**src/rtl/card_bus_pkg.sv**
```systemverilog
package card_bus_pkg;

	// Core clock and power-up limit
	localparam int unsigned CORE_CLK_HZ      = 200_000_000;
	localparam int unsigned INIT_TIME_MS     = 500;
	localparam int unsigned INIT_CYCLES      = INIT_TIME_MS * (CORE_CLK_HZ / 1000);

	// Link framing
	localparam int unsigned INIT_ONES_READY  = 64;
	localparam int unsigned CMD_FRAME_BITS   = 48;
	localparam int unsigned SPI_RESP_BITS    = 8;
	localparam int unsigned NATIVE_RESP_BITS = 48;

	// Command indices
	localparam logic [5:0]  CMD_GO_IDLE      = 6'h00;
	localparam logic [5:0]  CMD_SEND_OP      = 6'h01;

	// Operating condition word and flag positions
	localparam logic [23:0] OCR_PROFILE_RST  = 24'hFF8000;
	localparam int unsigned OCR_BUSY_POS     = 31;
	localparam int unsigned R1_IDLE_POS      = 0;
	localparam int unsigned R1_ILLEGAL_POS   = 2;

	typedef enum logic [1:0] {
		st_wait_ones,
		st_idle,
		st_ready
	} card_state_t;

endpackage

```
**src/rtl/card_bus_init_spi_framing.sv**
```systemverilog
`timescale 1ns/10ps
module card_bus_init_spi_framing #(
	parameter int unsigned INIT_CYCLES = card_bus_pkg::INIT_CYCLES,
	parameter logic [23:0] OCR_PROFILE = card_bus_pkg::OCR_PROFILE_RST
) (
	input  wire logic core_clk,
	input  wire logic rst,
	input  wire logic link_clk,
	input  wire logic host_to_card_line,
	input  wire logic reserved_pad_n,
	output logic      cmd_out,
	output logic      cmd_oe,
	output logic      card_to_host_line,
	output logic      card_to_host_oe,
	output logic      card_ready
);

	localparam int CW = $clog2(INIT_CYCLES + 1);

	// Synchroniser stages, third clock stage for edge finding
	logic clk_s1_reg, clk_s2_reg, clk_s3_reg;
	logic din_s1_reg, din_s2_reg;
	logic sel_s1_reg, sel_s2_reg;

	logic link_rise, link_fall, sel_now, din;

	// Control state
	card_bus_pkg::card_state_t state_reg, state_next;
	logic [6:0]    ones_cnt_reg, ones_cnt_next;
	logic          spi_mode_reg, spi_mode_next;
	logic          init_run_reg, init_run_next;
	logic          init_done_reg, init_done_next;
	logic [CW-1:0] init_cnt_reg, init_cnt_next;
	logic          tx_load, busy_resp, illegal;
	logic [7:0]    r1;
	logic [47:0]   tx_word;
	logic [5:0]    tx_len;

	// Receive state
	logic        rx_active_reg, rx_active_next;
	logic [5:0]  rx_cnt_reg, rx_cnt_next;
	logic [47:0] rx_sh_reg, rx_sh_next;
	logic [2:0]  align_reg, align_next;
	logic        cmd_stb_reg, cmd_stb_next;
	logic [5:0]  cmd_idx;

	// Transmit state
	logic        tx_active_reg, tx_active_next;
	logic        tx_spi_reg, tx_spi_next;
	logic [5:0]  tx_cnt_reg, tx_cnt_next;
	logic [47:0] tx_sh_reg, tx_sh_next;
	logic        cmd_out_reg, cmd_out_next;
	logic        cmd_oe_reg, cmd_oe_next;
	logic        dout_reg, dout_next;
	logic        dout_oe_reg, dout_oe_next;

	// Bring pins into the core domain
	always_ff @(posedge core_clk) begin
		if (rst) begin
			clk_s1_reg <= 1'b0;
			clk_s2_reg <= 1'b0;
			clk_s3_reg <= 1'b0;
			din_s1_reg <= 1'b1;
			din_s2_reg <= 1'b1;
			sel_s1_reg <= 1'b1;
			sel_s2_reg <= 1'b1;
		end else begin
			clk_s1_reg <= link_clk;
			clk_s2_reg <= clk_s1_reg;
			clk_s3_reg <= clk_s2_reg;
			din_s1_reg <= host_to_card_line;
			din_s2_reg <= din_s1_reg;
			sel_s1_reg <= reserved_pad_n;
			sel_s2_reg <= sel_s1_reg;
		end
	end

	// Sample on rising link edges, shift out on falling ones
	assign link_rise = clk_s2_reg & ~clk_s3_reg;
	assign link_fall = ~clk_s2_reg & clk_s3_reg;
	assign sel_now   = ~sel_s2_reg;     // Pad held high in native mode
	assign din       = din_s2_reg;      // Commands always on this pad
	assign cmd_idx   = rx_sh_reg[45:40];

	// Power-up, idle handling and command decode
	always_comb begin
		state_next     = state_reg;
		ones_cnt_next  = ones_cnt_reg;
		spi_mode_next  = spi_mode_reg;
		init_run_next  = init_run_reg;
		init_done_next = init_done_reg;
		init_cnt_next  = init_cnt_reg;
		tx_load        = 1'b0;
		illegal        = 1'b0;
		busy_resp      = ~init_done_reg;
		// Internal power-up runs whatever chip select does
		if (init_run_reg && !init_done_reg) begin
			if (init_cnt_reg == CW'(INIT_CYCLES - 1)) begin
				init_done_next = 1'b1;
			end else begin
				init_cnt_next = init_cnt_reg + 1'b1;
			end
		end
		case (state_reg)
			// After reset wait for a running clock with ones
			card_bus_pkg::st_wait_ones: begin
				if (link_rise) begin
					if (!din) begin
						ones_cnt_next = 7'h00;
					end else if (ones_cnt_reg ==
						7'(card_bus_pkg::INIT_ONES_READY - 1)) begin
						state_next = card_bus_pkg::st_idle;
					end else begin
						ones_cnt_next = ones_cnt_reg + 1'b1;
					end
				end
			end
			// Only the operating-condition command leaves idle
			card_bus_pkg::st_idle: begin
				if (cmd_stb_reg && cmd_idx == card_bus_pkg::CMD_SEND_OP) begin
					state_next    = card_bus_pkg::st_ready;
					init_run_next = 1'b1;
					spi_mode_next = sel_now;
					tx_load       = 1'b1;
				end
			end
			card_bus_pkg::st_ready: begin
				if (cmd_stb_reg) begin
					if (cmd_idx == card_bus_pkg::CMD_SEND_OP) begin
						tx_load = 1'b1;
					end else if (cmd_idx == card_bus_pkg::CMD_GO_IDLE) begin
						state_next     = card_bus_pkg::st_idle;
						init_run_next  = 1'b0;
						init_done_next = 1'b0;
						init_cnt_next  = '0;
						spi_mode_next  = sel_now;
						busy_resp      = 1'b1;
						tx_load        = sel_now;
					end else begin
						// Reduced command set: others flagged in SPI
						illegal = 1'b1;
						tx_load = spi_mode_reg;
					end
				end
			end
			default: begin
				state_next = card_bus_pkg::st_wait_ones;
			end
		endcase
		r1 = 8'h00;
		r1[card_bus_pkg::R1_IDLE_POS]    = busy_resp;
		r1[card_bus_pkg::R1_ILLEGAL_POS] = illegal;
		if (sel_now) begin
			tx_word = {r1, 40'h00_0000_0000};
			tx_len  = 6'(card_bus_pkg::SPI_RESP_BITS);
		end else begin
			tx_word = {2'b00, 6'h3F, busy_resp, 7'h00, OCR_PROFILE, 7'h7F, 1'b1};
			tx_len  = 6'(card_bus_pkg::NATIVE_RESP_BITS);
		end
	end

	always_ff @(posedge core_clk) begin
		if (rst) begin
			state_reg     <= card_bus_pkg::st_wait_ones;
			ones_cnt_reg  <= 7'h00;
			spi_mode_reg  <= 1'b0;
			init_run_reg  <= 1'b0;
			init_done_reg <= 1'b0;
			init_cnt_reg  <= '0;
		end else begin
			state_reg     <= state_next;
			ones_cnt_reg  <= ones_cnt_next;
			spi_mode_reg  <= spi_mode_next;
			init_run_reg  <= init_run_next;
			init_done_reg <= init_done_next;
			init_cnt_reg  <= init_cnt_next;
		end
	end

	// Command frame receiver
	always_comb begin
		rx_active_next = rx_active_reg;
		rx_cnt_next    = rx_cnt_reg;
		rx_sh_next     = rx_sh_reg;
		align_next     = align_reg;
		cmd_stb_next   = 1'b0;
		// Byte phase restarts at each select
		if (!sel_now) begin
			align_next = 3'h0;
		end else if (link_rise) begin
			align_next = align_reg + 1'b1;
		end
		if (spi_mode_reg && !sel_now) begin
			rx_active_next = 1'b0;
		end else if (link_rise && !tx_active_reg &&
			state_reg != card_bus_pkg::st_wait_ones) begin
			// Nothing is taken while an answer goes out
			if (!rx_active_reg) begin
				if (!din && (!sel_now || align_reg == 3'h0)) begin
					rx_active_next = 1'b1;
					rx_cnt_next    = 6'h01;
					rx_sh_next     = {rx_sh_reg[46:0], din};
				end
			end else begin
				rx_sh_next = {rx_sh_reg[46:0], din};
				if (rx_cnt_reg == 6'(card_bus_pkg::CMD_FRAME_BITS - 1)) begin
					rx_active_next = 1'b0;
					rx_cnt_next    = 6'h00;
					cmd_stb_next   = 1'b1;
				end else begin
					rx_cnt_next = rx_cnt_reg + 1'b1;
				end
			end
		end
	end

	always_ff @(posedge core_clk) begin
		if (rst) begin
			rx_active_reg <= 1'b0;
			rx_cnt_reg    <= 6'h00;
			rx_sh_reg     <= 48'h0000_0000_0000;
			align_reg     <= 3'h0;
			cmd_stb_reg   <= 1'b0;
		end else begin
			rx_active_reg <= rx_active_next;
			rx_cnt_reg    <= rx_cnt_next;
			rx_sh_reg     <= rx_sh_next;
			align_reg     <= align_next;
			cmd_stb_reg   <= cmd_stb_next;
		end
	end

	// Response transmitter and pad drivers
	always_comb begin
		tx_active_next = tx_active_reg;
		tx_spi_next    = tx_spi_reg;
		tx_cnt_next    = tx_cnt_reg;
		tx_sh_next     = tx_sh_reg;
		cmd_out_next   = 1'b0;              // Open drain only pulls low
		cmd_oe_next    = cmd_oe_reg;
		dout_next      = dout_reg;
		dout_oe_next   = sel_now && (spi_mode_reg || tx_active_reg || tx_load);
		if (tx_load) begin
			tx_active_next = 1'b1;
			tx_spi_next    = sel_now;
			tx_cnt_next    = tx_len;
			tx_sh_next     = tx_word;
		end else if (link_fall && tx_active_reg) begin
			if (tx_cnt_reg != 6'h00) begin
				tx_sh_next  = {tx_sh_reg[46:0], 1'b1};
				tx_cnt_next = tx_cnt_reg - 1'b1;
				if (tx_spi_reg) begin
					dout_next = tx_sh_reg[47];
				end else begin
					cmd_oe_next = ~tx_sh_reg[47];
				end
			end else begin
				tx_active_next = 1'b0;
				cmd_oe_next    = 1'b0;
				dout_next      = 1'b1;
			end
		end
	end

	always_ff @(posedge core_clk) begin
		if (rst) begin
			tx_active_reg <= 1'b0;
			tx_spi_reg    <= 1'b0;
			tx_cnt_reg    <= 6'h00;
			tx_sh_reg     <= 48'hFFFF_FFFF_FFFF;
			cmd_out_reg   <= 1'b0;
			cmd_oe_reg    <= 1'b0;
			dout_reg      <= 1'b1;
			dout_oe_reg   <= 1'b0;
		end else begin
			tx_active_reg <= tx_active_next;
			tx_spi_reg    <= tx_spi_next;
			tx_cnt_reg    <= tx_cnt_next;
			tx_sh_reg     <= tx_sh_next;
			cmd_out_reg   <= cmd_out_next;
			cmd_oe_reg    <= cmd_oe_next;
			dout_reg      <= dout_next;
			dout_oe_reg   <= dout_oe_next;
		end
	end

	assign cmd_out           = cmd_out_reg;
	assign cmd_oe            = cmd_oe_reg;
	assign card_to_host_line = dout_reg;
	assign card_to_host_oe   = dout_oe_reg;
	assign card_ready        = init_done_reg;

	// Checks next to the logic they guard
	a_ones_ready: assert property (@(posedge core_clk) disable iff (rst)
		(state_reg == card_bus_pkg::st_wait_ones &&
		 state_next == card_bus_pkg::st_idle) |-> ones_cnt_reg == 7'h3F)
		else $error("Left reset wait before 64 ones");
	a_idle_ignore: assert property (@(posedge core_clk) disable iff (rst)
		(state_reg == card_bus_pkg::st_idle && cmd_stb_reg &&
		 cmd_idx != card_bus_pkg::CMD_SEND_OP) |=> !tx_active_reg)
		else $error("Idle card answered a command");
	a_busy_flag: assert property (@(posedge core_clk) disable iff (rst)
		(tx_load && !sel_now && cmd_idx == card_bus_pkg::CMD_SEND_OP)
		|=> tx_sh_reg[8 + card_bus_pkg::OCR_BUSY_POS] == $past(!init_done_reg))
		else $error("Busy flag does not match power-up state");
	a_init_done: assert property (@(posedge core_clk) disable iff (rst)
		(init_run_reg && !init_done_reg &&
		 init_cnt_reg == CW'(INIT_CYCLES - 1)) |=> init_done_reg)
		else $error("Power-up did not finish on time");
	a_prog_cont: assert property (@(posedge core_clk) disable iff (rst)
		(init_run_reg && !init_done_reg && !sel_now &&
		 init_cnt_reg != CW'(INIT_CYCLES - 1))
		|=> init_cnt_reg == $past(init_cnt_reg) + 1'b1)
		else $error("Power-up stalled while deselected");
	a_no_rx_tx: assert property (@(posedge core_clk) disable iff (rst)
		tx_active_reg |-> !rx_active_reg && !cmd_stb_reg)
		else $error("Command taken during a transfer");
	a_byte_align: assert property (@(posedge core_clk) disable iff (rst)
		(!rx_active_reg && rx_active_next && sel_now) |-> align_reg == 3'h0)
		else $error("SPI frame not byte aligned");
	a_dout_desel: assert property (@(posedge core_clk) disable iff (rst)
		!sel_now |=> !card_to_host_oe)
		else $error("Output driven while deselected");
	a_od_drive: assert property (@(posedge core_clk) disable iff (rst)
		cmd_oe |-> !cmd_out && !tx_spi_reg)
		else $error("Command line driven high in open drain");

endmodule

```
**config.mk**
```make
export PLATFORM = sky130hd
export DESIGN_NAME = card_bus_init_spi_framing
export DESIGN_NICKNAME = d
export VERILOG_FILES = /design/src/rtl/card_bus_pkg.sv /design/src/rtl/card_bus_init_spi_framing.sv
export SDC_FILE = /design/constraint.sdc
export NUM_CORES = 1
export LEC_CHECK = 0
export BUFFER_PORTS_ARGS = -buffer_cell sky130_fd_sc_hd__buf_2
export CORE_UTILIZATION = 60
export DETAILED_ROUTE_END_ITERATION = 10
export GPL_TIMING_DRIVEN = 0
export PLACE_DENSITY = 0.76
export RECOVER_POWER = 50
export SLEW_MARGIN = 5
export SYNTH_ARGS = -nofsm -noshare
export SYNTH_HDL_FRONTEND = slang
export SYNTH_SLANG_ARGS = --single-unit
export TNS_END_PERCENT = 50
```
**constraint.sdc**
```tcl
create_clock -name core_clk -period 2.4 [get_ports core_clk]
set_input_delay 0.24 -clock core_clk [delete_from_list [all_inputs] [get_ports core_clk]]
set_output_delay 0.24 -clock core_clk [all_outputs]
set_load 0.02 [all_outputs]
```
Word level (Yosys, flattened, before mapping)
Cells that the tools add are included.

cells by class
  add/sub/neg operators = 5
  equal/unequal tests = 17
  muxes and demuxes = 68
  bitwise operators = 11
  reduce and logical (&&, ||, !) cells = 35

operators with widths
  kind                                                 number
  2-to-1 mux 27 bit                                    6
  2-to-1 mux 48 bit                                    3
  2-to-1 mux 46 bit                                    3
  2-to-1 mux 6 bit                                     7
  2-to-1 mux 1 bit                                     36
  adder 27 x 1 -> 27 bit, second input constant        1
  equality test 27 bit, second input constant          1
  != test 2 bit, second input constant                 11
  2-to-1 mux 2 bit                                     7
  2-to-1 mux 7 bit                                     2
  AND reduction 3 bit                                  4
  nonzero test 2 bit                                   5
  NOT 1 bit                                            9
  logical AND 1 bit                                    8
  adder 7 x 1 -> 7 bit, second input constant          1
  equality test 7 x 6 -> 1 bit, second input constant  1
  AND reduction 7 bit                                  1
  adder 6 x 1 -> 6 bit, second input constant          1
  equality test 6 x 1 -> 1 bit, second input constant  1
  equality test 6 bit, second input constant           1
  zero test 6 bit                                      1
  one-hot mux 1 bit (2 select lines)                   3
  one-hot mux 2 bit (3 select lines)                   1
  nonzero test 6 bit                                   1
  14 further kinds                                     21

storage, ports and cells
  register bits after elaboration = 162
  input port bits = 5
  output and inout port bits = 5

Longest topological paths before layout
  word-level depth = 7
  gate-level depth with buffers = 9

Worst setup path after synthesis
No wires, ideal clock.

  path type = reg-to-reg
  from = reg state_reg[0]
  to = reg rx_cnt_reg[5]
  arrival = 2147 ps
  required time = 2314 ps
  setup slack = 167 ps
  cell stages (with the launch flop) = 8
  buffers on the path = 0
  cell sequence = dfxtp_1 inv_1 ha_1 or4b_4 a21oi_4 o21ai_2 or4_1 a211oi_1

between the ends
  cells in the longest elaborated chain, start to end = 3

ends and longest elaborated chain
  what                                  RTL line                          RTL
  start, declared                       card_bus_init_spi_framing.sv:28   card_bus_pkg::card_state_t state_reg, state_next;
  start signal, assigned                card_bus_init_spi_framing.sv:164  state_reg <= card_bus_pkg::st_wait_ones;
  start signal, assigned                card_bus_init_spi_framing.sv:171  state_reg <= state_next;
  nonzero test 2 bit                    card_bus_init_spi_framing.sv:196  state_reg != card_bus_pkg::st_wait_ones) begin
  logical AND 1 bit                     card_bus_init_spi_framing.sv:195  end else if (link_rise && !tx_active_reg &&
  AND reduction 3 bit (no source line)  -
  end signal, assigned                  card_bus_init_spi_framing.sv:226  rx_cnt_reg <= rx_cnt_next;
  end, declared                         card_bus_init_spi_framing.sv:41   logic [5:0] rx_cnt_reg, rx_cnt_next;

Every way passes these cells.
A chain may end at the register's enable or synchronous reset.

Final worst setup path
Same ends and word-level chain as after synthesis.

==> results.md <==
- Hold path depth: 3
- Max frequency: 0.4329 GHz
- Clock slew at reported path FFs: 0.06 ns
- Status: completed
- Cells after Synth: 758
- Placement Setup Slack: -0.08222 ns
- Pint: 0.004393 W
- Drt drc: 0
- Cell total after placement: 905
- Layout cells sized above 1: 0.08593
- Core area: 0.01079 mm2
- Sequential share of power: 0.494
- Final cycle utilization of the critical path: 0.9624
- Switching part of the total: 0.1972
- Initial antenna violation count: 0
- VDD IR max: 570.6 uV
- Reg area: 0.003248 mm2
- CTS root buffer: clkbuf_8
- Leakage: 2.548 nW
- Final worst slack: 0.09016 ns
- Worst-case reg-to-reg path depth: 7
- Crit-path cells: inv_1 -> ha_4 -> or4b_4 -> a21oi_4 -> o21ai_4 -> or4_1 -> a211oi_2
- Multi-input gate area: 0.003173 mm2
- WL/cell: 13.98 um
- Top_reg_cell synth: dfxtp_1
- 1st-pass router iterations: 5
- R2R Setup Slk: 0.09 ns
- CP max stage delay: 0.55 ns
- P_sw: 0.001079 W
- Critical path class: reg2reg
- Commonest cells after routing, fill and taps aside: 160 x dfxtp_1, 122 x nand2_1, 90 x a21oi_1
- Post-layout min period: 2.310 ns
- Crit path arrival time: 2.78 ns
- Slowest CP cell: or4b_4
- Worst-margin pin slew: 0.7749 ns
- Setup TNS: 0 ns
- Flops & latches, synth: 162
- Die Area: 0.01147 mm2
- Final Power: 0.005472 W
- Post-Route WL: 13.18 mm
- Clock power frac: 0.485
- Seq/Total Area, Yosys: 0.4893
- Syn nets: 773
- Clock Tree Buf Depth: 2
- Final setup fails: 0
- Worst slew margin: 0.4791
- Drt first-iter violations: 325
- Ports: 10
- PwrDens: 727.0 mW/mm2
- Chip Width: 107.1 um
- CP startpoint kind: flip-flop
- Synth warn: 0
- Fin cells: 943
- Final max-slew violation count: 0
- Largest net degree at the start of global routing: 17
- Gr ovfl total: 0
- Synth unique cells: 52
- Hold Path Sink: tx_cnt_reg[3]
- N_diodes: 0
- CTS H-tree lvls: 4
- Crit path max fanout: 6
- CTS tree: yes
- Critical Path RT: 2.87 ns
- DR vias: 5367
- Logic pwr share: 0.021
- First-pass GRT wire length: 22.55 mm
- Row count: 38
- Largest register FFs: 48
- Post-DR vias/cell: 5.691
- Endpoints failing hold: 0
- Hold WC Path Type: in2reg
- Layout Skew: 0.007282 ns
- Post-synth EDFFs: 0
- Unrepaired setup endpoints after global routing: true
- Fillers: 838
- Latest clock arrival within the worst-skew pair: 0.55 ns
- Critical path launch point: state_reg[0]
- Chip height: 107.1 um
- Min-delay src: rst
- Post-detail-place hpwl: 9.092 mm
- RR Startpoint: state_reg[0]
- Worst r2r dst: rx_cnt_reg[5]
- GR Util All Layers: 0.2488
- Avg Cell Area, Syn: 8.744 um2
- Final Wtd Congestion: 0.8134
- CP endpoint kind: flip-flop
- Area of the mapped netlist: 0.006628 mm2
- Most common cell after layout, fill and taps aside: dfxtp_1
- Clock sink total: 162
- FFs w/ async S/R, synth: 0
- Starting Density: 0.6141
- Fin nets: 806
- Max_cap viols: 0
- CTS Buf Count: 17
- Post-route ant nets: 0
- Port bufs: 7
- P&R area growth vs syn: 13.57%
- Vias in the first global route: 5105
## cells by family after synthesis
kind of cell,share of synthesized area
fa+ha+maj,0.01888
simple gates,0.2079
xor+xnor,0.03172
other cells,0.0005658
compound gates,0.1420
flops,0.4893
buf+inv,0.03719
mux,0.07249
## layout make-up
cell class / count / area share
multi-input cells: 535 / 0.4215
clock inverters: 5 / 0.01330
inverters: 15 / 0.007480
flip-flops and latches: 162 / 0.4315
well taps: 140 / 0.02327
plain buffers: 46 / 0.02793
repair buffers: 14 / 0.01147
clock buffers: 26 / 0.06350
## power by group through the flow
stage	registers [W]	logic (W)	clock network, W
2_1_floorplan	0.00276	0.0000735	0
3_3_place_gp	0.00276	0.000100	0
3_5_place_dp	0.00276	0.000104	0
4_1_cts	0.00271	0.000109	0.00270
5_1_grt	0.00270	0.000125	0.00279
6_report	0.00271	0.000114	0.00265
## critical path, delay by kind of cell, from the launching register on
family,cells,cell delay (ns)
adder cells (fa/ha/maj),1,0.19
AO/OA/AOI/OAI,3,0.52
buffers and inverters,1,0.09
AND/OR/NAND/NOR,2,1.08
flip-flops,1,0.35
## repair_timing
| action | in CTS | in global routing |
|---|---|---|
| gates resized for setup | 8 | 17 |
| hold buffers | 3 | 0 |
| setup buffers | 0 | 4 |
| hold endpoints to repair | 3 | 0 |
| pin swaps | 0 | 0 |
| endpoints found under the setup margin | 43 | 49 |
## synth_stat cells, types with 3 or more instances
cell type  number  area, um2
inv_1          15      56.30
nand3_1        17      85.08
nor3_1         19      95.09
nand2_1       122      457.9
nand2b_1        7      43.79
and3_1          9      56.30
a21oi_1        90      450.4
xnor2_1         5      43.79
xor2_1         19      166.4
o21ai_0        43      215.2
nand3b_1        3      22.52
nor2_1         44      165.2
or4_1           7      52.55
or2_2           6      37.54
clkbuf_1       32      120.1
ha_1           10      125.1
and3b_1         3      26.28
buf_2          11      55.05
a211oi_1        7      52.55
o211ai_1        5      37.54
or3_1           9      56.30
nand4_1        17      106.4
dfxtp_1       162       3243
nor2b_1         8      50.05
mux2i_1        48      480.5
nor4_1          4      25.02
o31ai_1         3      22.52
## how the worst max path moves through the flow
stage / slack, ns / depth (start not counted) / end
4_1_cts: 0.005 / 7 / rx_cnt_reg[5]
3_3_place_gp: 0.01 / 7 / rx_cnt_reg[5]
3_5_place_dp: -0.08 / 7 / rx_cnt_reg[5]
2_1_floorplan: 0.17 / 7 / rx_cnt_reg[5]
6_report: 0.09 / 7 / rx_cnt_reg[5]
5_1_grt: -0.05 / 7 / tx_cnt_reg[4]
## routing by layer
| layer | vias to the layer above | global-route usage | routed length, um | part of all wire |
|---|---|---|---|---|
| li1 | 2703 | - | - | - |
| met1 | 2544 | 0.2952 | 5984 | 0.45 |
| met2 | 84 | 0.4221 | 6443 | 0.49 |
| met3 | 36 | 0.05228 | 368 | 0.028 |
| met4 | 0 | 0.1311 | 382 | 0.029 |
| met5 | - | 0 | 0 | 0 |
## stage by stage
stage	util	instance area [um2]	hold WS (ns)
5_1_grt	0.6974	7527	0.3266
2_1_floorplan	-	6628	0.3438
4_1_cts	0.6916	7465	0.2421
3_3_place_gp	0.6336	6838	0.3918
6_report	0.6974	7527	0.2786
3_5_place_dp	0.6336	6838	0.4022
(Power assumes the default switching activity.)
